File: config.mk
export PLATFORM = sky130hd
export DESIGN_NAME = hall_trapezoidal_commutation
export DESIGN_NICKNAME = d
export VERILOG_FILES = /design/src/shared/hall_commutation_pkg.sv /design/src/design/hall_trapezoidal_commutation.sv
export SDC_FILE = /design/constraint.sdc
export NUM_CORES = 2
export LEC_CHECK = 0
export BUFFER_PORTS_ARGS = -buffer_cell sky130_fd_sc_hd__clkbuf_2
export CAP_MARGIN = 20
export CORE_MARGIN = 10
export CORE_UTILIZATION = 60
export DETAILED_ROUTE_END_ITERATION = 12
export GPL_ROUTABILITY_DRIVEN = 0
export PLACE_DENSITY_LB_ADDON = 0.05
export SYNTH_ARGS = -nofsm -noshare
export SYNTH_HDL_FRONTEND = slang
export SYNTH_SLANG_ARGS = --single-unit
export TNS_END_PERCENT = 1
File: constraint.sdc
create_clock -name clk -period 49.7 [get_ports clk]
set_input_delay 2.485 -clock clk [delete_from_list [all_inputs] [get_ports clk]]
set_output_delay 2.485 -clock clk [all_outputs]
set_load 0.01 [all_outputs]
File: src/shared/hall_commutation_pkg.sv
// Behaviour
// [RQ1] exactly two phases are driven at a time, one high and one low, in six steps chosen by sector.
// [RQ2] the sampled hall state of each channel reads back as a value 0 to 7, one bit per sensor.
// [RQ3] with 120-degree spacing codes 1 to 6 are valid and 0 and 7 are invalid.
// [RQ4] with 60-degree spacing codes 0,1,3,4,6,7 are valid and 2 and 5 are invalid.
// [RQ5] a per-channel bit selects 120-degree or 60-degree spacing for sector decoding.
// [RQ6] a per-channel map value 0 to 5 picks one of six permutations of the three sensor inputs.
// [RQ7] hall transitions are counted, six per electrical turn, and turns and speed use six times pole pairs.
// [RQ8] a negative pole-pair count inverts speed sign and count direction, using its magnitude.
// [RQ9] commutation does not depend on the pole-pair setting.
// [RQ10] a per-channel bit takes hall inputs from the sensor connector or from general digital inputs.
// [RQ11] clockwise sequence assumes first sensor follows U-W, second V-U, third W-V.
// [RQ12] an invalid code turns off all phases of that channel and flags a sensor error until valid.
package hall_commutation_pkg;
   // ==========================================
   // register map (byte addresses)
   localparam logic [7:0] ctrl_offset = 8'h00;
   localparam logic [7:0] pole_offset = 8'h04;
   localparam logic [7:0] sector_offset = 8'h08;
   localparam logic [7:0] count_offset = 8'h0c;
   localparam logic [7:0] turns_offset = 8'h10;
   localparam logic [7:0] speed_offset = 8'h14;
   localparam logic [7:0] status_offset = 8'h18;
   localparam logic [7:0] mask_offset = 8'h1c;
   // ==========================================
   // ctrl fields: per channel byte {dir, source, spacing, map[2:0]}
   localparam int map_lsb = 0;
   localparam int spacing_bit = 3;
   localparam int source_bit = 4;
   localparam int reverse_bit = 5;
   localparam int chan_stride = 8;
   localparam logic [31:0] ctrl_reset = 32'h0000_0000;
   localparam logic signed [7:0] pole_reset = 8'sh01;
   // ==========================================
   // speed window: 125 MHz clock, window in microseconds
   localparam int clk_mhz = 125;
   localparam int speed_window_us = 10000;
   localparam int speed_window_cycles = clk_mhz * speed_window_us;
   localparam int n_chan = 2;
   localparam int steps_per_turn = 6;
endpackage : hall_commutation_pkg

File: src/design/hall_trapezoidal_commutation.sv
// Implementation choices: the APB interface to the registers and the register addresses.
`timescale 1ns/1ps
`default_nettype none
module hall_trapezoidal_commutation
   import hall_commutation_pkg::*;
#(
   parameter int window_cycles = speed_window_cycles
) (
   // clock and reset
   input wire logic clk,
   input wire logic arst_n,
   // apb slave
   input wire logic psel,
   input wire logic penable,
   input wire logic pwrite,
   input wire logic [7:0] paddr,
   input wire logic [31:0] pwdata,
   output logic [31:0] prdata,
   output logic pready,
   output logic pslverr,
   // hall sources per channel {third, second, first}
   input wire logic [2:0] hall_conn_ch0,
   input wire logic [2:0] hall_conn_ch1,
   input wire logic [2:0] hall_dig_ch0,
   input wire logic [2:0] hall_dig_ch1,
   // phase drives per channel {w, v, u}
   output logic [2:0] phase_high_ch0,
   output logic [2:0] phase_low_ch0,
   output logic [2:0] phase_high_ch1,
   output logic [2:0] phase_low_ch1,
   // interrupt and error
   output logic irq,
   output logic [1:0] sensor_error
);

   // ==========================================
   // functions
   // permutation of {third,second,first}
   function automatic logic [2:0] permute(input logic [2:0] h, input logic [2:0] m);
      case (m)
         3'h0: permute = h;
         3'h1: permute = {h[1], h[2], h[0]};
         3'h2: permute = {h[2], h[0], h[1]};
         3'h3: permute = {h[0], h[1], h[2]};
         3'h4: permute = {h[0], h[2], h[1]};
         3'h5: permute = {h[1], h[0], h[2]};
         default: permute = h;
      endcase
   endfunction : permute

   // sector 0..5, 3'h7 when invalid
   function automatic logic [2:0] sector_of(input logic [2:0] h, input logic sixty);
      logic [2:0] s;
      s = 3'h7;
      if (sixty) begin
         case (h) // [RQ4]
            3'h0: s = 3'h0;
            3'h1: s = 3'h1;
            3'h3: s = 3'h2;
            3'h7: s = 3'h3;
            3'h6: s = 3'h4;
            3'h4: s = 3'h5;
            default: s = 3'h7;
         endcase
      end else begin
         // first=U-W, second=V-U, third=W-V sequence [RQ11]
         case (h) // [RQ3]
            3'h1: s = 3'h0;
            3'h3: s = 3'h1;
            3'h2: s = 3'h2;
            3'h6: s = 3'h3;
            3'h4: s = 3'h4;
            3'h5: s = 3'h5;
            default: s = 3'h7;
         endcase
      end
      sector_of = s;
   endfunction : sector_of

   // drive pair {high[2:0], low[2:0]}, reversed swaps polarity
   function automatic logic [5:0] drive_of(input logic [2:0] s, input logic rev);
      logic [5:0] d;
      case (s) // [RQ1]
         3'h0: d = {3'b001, 3'b100};
         3'h1: d = {3'b010, 3'b100};
         3'h2: d = {3'b010, 3'b001};
         3'h3: d = {3'b100, 3'b001};
         3'h4: d = {3'b100, 3'b010};
         3'h5: d = {3'b001, 3'b010};
         default: d = 6'h00; // [RQ12]
      endcase
      drive_of = rev ? {d[2:0], d[5:3]} : d;
   endfunction : drive_of

   // ==========================================
   // input synchronisers, on both sources ahead of the source select
   // the select sits after the second flop so no logic ever reads a raw pin
   logic [2:0] conn_pin [n_chan];
   logic [2:0] dig_pin [n_chan];
   logic [2:0] conn_s1_reg [n_chan];
   logic [2:0] conn_s2_reg [n_chan];
   logic [2:0] dig_s1_reg [n_chan];
   logic [2:0] dig_s2_reg [n_chan];
   // pins gathered into per-channel arrays
   assign conn_pin[0] = hall_conn_ch0;
   assign conn_pin[1] = hall_conn_ch1;
   assign dig_pin[0] = hall_dig_ch0;
   assign dig_pin[1] = hall_dig_ch1;
   // two flops on every hall line
   always_ff @(posedge clk or negedge arst_n) begin
      if (!arst_n) begin
         for (int i = 0; i < n_chan; i++) begin
            conn_s1_reg[i] <= 3'h0;
            conn_s2_reg[i] <= 3'h0;
            dig_s1_reg[i] <= 3'h0;
            dig_s2_reg[i] <= 3'h0;
         end
      end else begin
         for (int i = 0; i < n_chan; i++) begin
            conn_s1_reg[i] <= conn_pin[i];
            conn_s2_reg[i] <= conn_s1_reg[i];
            dig_s1_reg[i] <= dig_pin[i];
            dig_s2_reg[i] <= dig_s1_reg[i];
         end
      end
   end

   // ==========================================
   // registers and state
   logic [31:0] ctrl_reg, ctrl_next;
   logic signed [7:0] pole_reg, pole_next;
   logic [2:0] state_reg [n_chan];
   logic [2:0] state_next [n_chan];
   logic [2:0] sect_reg [n_chan];
   logic [2:0] sect_next [n_chan];
   logic signed [15:0] count_reg [n_chan];
   logic signed [15:0] count_next [n_chan];
   logic signed [15:0] tcount_reg [n_chan];
   logic signed [15:0] tcount_next [n_chan];
   logic signed [15:0] speed_reg [n_chan];
   logic signed [15:0] speed_next [n_chan];
   logic signed [15:0] win_reg [n_chan];
   logic signed [15:0] win_next [n_chan];
   logic [31:0] timer_reg, timer_next;
   logic [3:0] status_reg, status_next;
   logic [3:0] mask_reg, mask_next;
   logic [2:0] hi_reg [n_chan];
   logic [2:0] hi_next [n_chan];
   logic [2:0] lo_reg [n_chan];
   logic [2:0] lo_next [n_chan];
   logic [31:0] prdata_next;
   logic pready_next;
   logic irq_next;
   logic [1:0] err_next;

   // ==========================================
   // next-state logic
   always_comb begin
      logic wr;
      logic tick;
      logic [2:0] h;
      logic [2:0] sec;
      logic [5:0] d;
      logic signed [15:0] step;
      logic signed [15:0] div;
      logic [3:0] ev;
      // defaults so that no path leaves a local undriven
      h = 3'h0;
      sec = 3'h7;
      d = 6'h00;
      step = 16'sh0;
      div = 16'sh6;
      // a write lands on the completion edge, where pready is sampled high
      wr = psel && penable && pwrite && pready;
      tick = (timer_reg == window_cycles - 1);
      ev = 4'h0;
      ctrl_next = ctrl_reg;
      pole_next = pole_reg;
      mask_next = mask_reg;
      timer_next = tick ? 32'h0 : timer_reg + 32'h1;
      // magnitude times six as divisor [RQ7] [RQ8]
      div = 16'(steps_per_turn) * 16'(pole_reg < 0 ? -pole_reg : pole_reg);
      if (div == 16'sh0) begin
         div = 16'sh6;
      end
      for (int i = 0; i < n_chan; i++) begin
         // source select on synchronised lines, then the order map [RQ10]
         h = permute(ctrl_reg[i*chan_stride + source_bit] ? dig_s2_reg[i] : conn_s2_reg[i],
                     ctrl_reg[i*chan_stride + map_lsb +: 3]); // [RQ6]
         sec = sector_of(h, ctrl_reg[i*chan_stride + spacing_bit]); // [RQ5]
         state_next[i] = h; // [RQ2]
         sect_next[i] = sec;
         // drive ignores the pole-pair setting [RQ9]
         d = drive_of(sec, ctrl_reg[i*chan_stride + reverse_bit]);
         hi_next[i] = d[5:3];
         lo_next[i] = d[2:0];
         step = 16'sh0;
         if (sec != 3'h7 && sect_reg[i] != 3'h7 && sec != sect_reg[i]) begin
            step = (sec == sect_reg[i] + 3'h1 || (sec == 3'h0 && sect_reg[i] == 3'h5))
                   ? 16'sh1 : -16'sh1;
            if (pole_reg < 0) begin
               step = -step; // [RQ8]
            end
            ev[i] = 1'b1;
         end
         if (sec == 3'h7 && sect_reg[i] != 3'h7) begin
            ev[2 + i] = 1'b1; // [RQ12]
         end
         count_next[i] = count_reg[i] + step; // [RQ7]
         tcount_next[i] = count_reg[i] / div; // [RQ7]
         win_next[i] = tick ? step : win_reg[i] + step;
         speed_next[i] = tick ? win_reg[i] / div : speed_reg[i]; // [RQ7] [RQ8]
      end
      status_next = status_reg;
      if (wr && paddr == ctrl_offset) begin
         ctrl_next = pwdata;
      end
      if (wr && paddr == pole_offset) begin
         pole_next = pwdata[7:0];
      end
      if (wr && paddr == mask_offset) begin
         mask_next = pwdata[3:0];
      end
      if (wr && paddr == status_offset) begin
         status_next = status_reg & ~pwdata[3:0];
      end
      status_next = status_next | ev; // set wins over clear
      irq_next = |(status_next & mask_next);
      // read mux: loaded once on the first access edge, then held for the master
      // so that live counters cannot move under a read in progress
      prdata_next = prdata;
      if (psel && penable && !pready) begin
         case (paddr)
            ctrl_offset: prdata_next = ctrl_reg;
            pole_offset: prdata_next = {{24{pole_reg[7]}}, pole_reg};
            // per 16-bit half: sector in [10:8], mapped hall state in [2:0]
            sector_offset: prdata_next = {5'h0, sect_reg[1], 5'h0, state_reg[1], 5'h0,
                                          sect_reg[0], 5'h0, state_reg[0]};
            count_offset: prdata_next = {count_reg[1], count_reg[0]};
            turns_offset: prdata_next = {tcount_reg[1], tcount_reg[0]};
            speed_offset: prdata_next = {speed_reg[1], speed_reg[0]};
            status_offset: prdata_next = {28'h0, status_reg};
            mask_offset: prdata_next = {28'h0, mask_reg};
            default: prdata_next = 32'h0;
         endcase
      end
      // one wait state: pready answers the edge after the access phase starts
      pready_next = psel && penable && !pready;
      // error flags registered on the same edge as the sector they describe
      err_next = {sect_next[1] == 3'h7, sect_next[0] == 3'h7}; // [RQ12]
   end

   // ==========================================
   // state registers
   always_ff @(posedge clk or negedge arst_n) begin
      if (!arst_n) begin
         ctrl_reg <= ctrl_reset;
         pole_reg <= pole_reset;
         mask_reg <= 4'h0;
         status_reg <= 4'h0;
         timer_reg <= 32'h0;
         prdata <= 32'h0;
         pready <= 1'b0;
         irq <= 1'b0;
         pslverr <= 1'b0;
         sensor_error <= 2'b11;
         for (int i = 0; i < n_chan; i++) begin
            state_reg[i] <= 3'h0;
            sect_reg[i] <= 3'h7;
            count_reg[i] <= 16'sh0;
            tcount_reg[i] <= 16'sh0;
            speed_reg[i] <= 16'sh0;
            win_reg[i] <= 16'sh0;
            hi_reg[i] <= 3'h0;
            lo_reg[i] <= 3'h0;
         end
      end else begin
         ctrl_reg <= ctrl_next;
         pole_reg <= pole_next;
         mask_reg <= mask_next;
         status_reg <= status_next;
         timer_reg <= timer_next;
         prdata <= prdata_next;
         pready <= pready_next;
         irq <= irq_next;
         // no access is ever refused
         pslverr <= 1'b0;
         sensor_error <= err_next;
         for (int i = 0; i < n_chan; i++) begin
            state_reg[i] <= state_next[i];
            sect_reg[i] <= sect_next[i];
            count_reg[i] <= count_next[i];
            tcount_reg[i] <= tcount_next[i];
            speed_reg[i] <= speed_next[i];
            win_reg[i] <= win_next[i];
            hi_reg[i] <= hi_next[i];
            lo_reg[i] <= lo_next[i];
         end
      end
   end

   // ==========================================
   // outputs
   assign phase_high_ch0 = hi_reg[0];
   assign phase_low_ch0 = lo_reg[0];
   assign phase_high_ch1 = hi_reg[1];
   assign phase_low_ch1 = lo_reg[1];
endmodule : hall_trapezoidal_commutation
`default_nettype wire

==> flow_metrics.py <==
metrics = {
    "outcome": {
        "status": "completed",
    },
    "min_path": {
        "hold_class": "flip-flop to flip-flop",
        "worst_hold_path.num_cells": 0,
    },
    "floorplanning": {
        "die-height_um": 281,
        "floorplan.die.width_um": 281,
        "core_region_area_um2": 67400,
        "die_area_um2": 79100,
        "starting_density_of_the_core": 0.608,
        "site_rows": 95,
        "io_pins": 106,
    },
    "clocking": {
        "postCtsHoldBufs": 0,
        "cts_root_buffer": "clkbuf_16",
        "cts_sinks": 292,
        "post_cts_buffers": 0,
        "number_of_gates_resized_after_cts": 0,
        "cts.reportedPaths.clkPinSlew_ps": 60,
        "cts_made_buffers": 34,
        "cts_tree": "built",
        "htree_levels": 2,
        "clk_latency_ps": 580,
        "ctsLongestPathBuffers": 3,
    },
    "worst_setup_path": {
        "slowest_stage": "and2_1",
        "crit_type": "flip-flop to flip-flop",
        "setup.worst_path.end_class": "flip-flop",
        "timing.critical_path.fanout_max": 40,
        "slowest_delay_ps": 760,
        "timing.critical_path.required_ps": 50140,
        "crit_path_arrival_time_ps": 36860,
        "cp_common_cell": "ha_1",
        "worst-r2r-cell-count": 136,
        "start_kind": "flip-flop",
    },
    "routing": {
        "dr_total_vias": 40300,
        "routed_wire_length_per_instance_um": 21.8,
        "drt-total-wl_mm": 133,
        "number_of_detailed_route_iterations_in_the_first_pass": 6,
        "via_per_inst": 6.63,
        "drt-initial-drc-count": 3997,
        "drc": 0,
        "drtAntennaViolNets": 0,
    },
    "global_route": {
        "grt_max_degree": 108,
        "grt_use_total": 0.325,
        "first_global_vias": 38000,
        "grt_pass1_wl_mm": 209,
        "overflow": 0,
        "antenna_found_initial": 4,
    },
    "synth": {
        "yosysWarnings": 0,
        "synth_enable_flop_cells": 0,
        "synth.distinct_cells": 128,
        "postSynthCellCount": 5132,
        "postSynth.topFlopCell": "dfrtp_1",
        "synth_seq_cells": 292,
        "seq_area_frac_synth": 0.179,
        "synth.avg_cell_area_um2": 7.98,
        "mappedNetlistArea_um2": 41000,
        "synth_async_sr_flop_share": 1.00,
    },
    "final_layout": {
        "final_layout_size_suffix_gt1_frac": 0.102,
        "most-common-layout-cells": "580 x ha_1, 468 x nand2_1, 422 x nor2_1",
        "layout.area.seq_um2": 7320,
        "final_nets": 5825,
        "fillerInstances": 6007,
        "multiInputGateArea_um2": 32200,
        "areaGrowthSynthToFinish_pct": 6.33,
        "layout.cells.most_common": "ha_1",
    },
    "sta": {
        "final.setup_skew_ps": 23.1,
        "max_slew.worst_pin.slew_ps": 1280,
        "timing.final.hold_violations": 0,
        "setup_ws_ps": 13280,
        "min_period_ps": 36420,
        "max-slew-margin-rel": 0.145,
        "setup_repair_after_global_routing_missed_its_margin": "no",
        "total_negative_setup_slacks_ps": 0,
        "setup_viol": 0,
        "final_clock_period_utilization_by_the_worst_path": 0.733,
        "drv_slew": 0,
        "fmax_mhz": 27.5,
    },
    "placed_design": {
        "place.port_buffers": 104,
        "post_detail_place_hpwl_mm": 100,
        "place_worst_setup_slack_ps": 14390,
    },
    "flow_run": {
        "maxCapViolations": 0,
    },
}
Yosys cell counts (40+ instances only):
| cell type | instances | share of area |
|---|---|---|
| buf_2 | 43 | 0.0053 |
| or2_2 | 43 | 0.0066 |
| o31ai_1 | 64 | 0.012 |
| nand2_1 | 470 | 0.043 |
| o211ai_1 | 53 | 0.0097 |
| o21a_1 | 127 | 0.023 |
| nor2b_1 | 43 | 0.0066 |
| o21ai_0 | 297 | 0.036 |
| a21oi_1 | 333 | 0.041 |
| nor2_1 | 423 | 0.039 |
| dfrtp_1 | 283 | 0.17 |
| nand3_1 | 142 | 0.017 |
| a22oi_1 | 54 | 0.0099 |
| inv_1 | 212 | 0.019 |
| a31oi_1 | 73 | 0.011 |
| xnor2_1 | 279 | 0.060 |
| nor3_1 | 152 | 0.019 |
| and3_1 | 42 | 0.0064 |
| ha_1 | 580 | 0.18 |
| or3_1 | 62 | 0.0095 |
| a21o_1 | 124 | 0.023 |
| and2_1 | 43 | 0.0066 |
| mux2_2 | 129 | 0.035 |
| nand2b_1 | 70 | 0.011 |
| clkbuf_1 | 94 | 0.0086 |
| xor2_1 | 155 | 0.033 |
| a211oi_1 | 40 | 0.0073 |
cell families (layout without fill, tap and decap cells):
logic type               after synthesis  in the layout  synth area share
AND/OR/NAND/NOR                     1652           1652             0.193
AO/OA/AOI/OAI                       1616           1616             0.272
adder cells (fa/ha/maj)              585            585             0.180
XOR/XNOR                             434            434            0.0928
buffers and inverters                387            445            0.0388
flip-flops                           292            292             0.179
multiplexers                         164            164            0.0449
other                                  2             23          0.000183
worst paths after layout:
check                           slack, ps      startpoint             end
worst min-delay path                  350  conn_s1_reg[5]  conn_s2_reg[5]
max in group asynchronous           45590          arst_n   timer_reg[29]
worst max-delay path                13280     pole_reg[0]   speed_reg[29]
worst min register to register        350  conn_s1_reg[5]  conn_s2_reg[5]
worst max register to register      13280     pole_reg[0]   speed_reg[29]
min in group asynchronous            1960          arst_n  conn_s1_reg[3]
area by class of cell:
type | instances | share of cell area
multi-input cells | 4471 | 0.739
flip-flops and latches | 292 | 0.168
well taps | 873 | 0.0251
repair buffers | 165 | 0.0227
clock buffers | 47 | 0.0223
inverters | 219 | 0.0189
clock inverters | 14 | 0.00353
diodes | 3 | 0.000172
metal layers:
| metal | GRT usage | vias to the layer above | wire (um) |
|---|---|---|---|
| li1 | - | 19200 | - |
| met1 | 0.432 | 19100 | 57000 |
| met2 | 0.515 | 1638 | 57700 |
| met3 | 0.0567 | 364 | 12100 |
| met4 | 0.134 | 6 | 5960 |
| met5 | 0 | - | 41 |
metrics by stage:
stage	std cells	hold slack (ps)	utilization	cell area, um^2
2_1_floorplan	5150	331	-	41000
3_3_place_gp	6019	333	0.629	42400
3_5_place_dp	6020	335	0.630	42400
4_1_cts	6081	349	0.646	43600
5_1_grt	6083	357	0.646	43600
6_report	6084	347	0.646	43600
worst max-delay path, delay by kind of cell (launching register included):
kind,cells,cell delay (ps)
and+or+nand+nor,36,7980
muxes,2,800
DFF,1,620
buffers and inverters,13,2650
xor gates and xnor gates,2,400
adders and majority gates,18,5450
AOI/OAI and AO/OA,65,18240
Power is left out: the tool's default activity adds up to more than one toggle a clock period on the data nets, which glitch-free logic cannot reach.
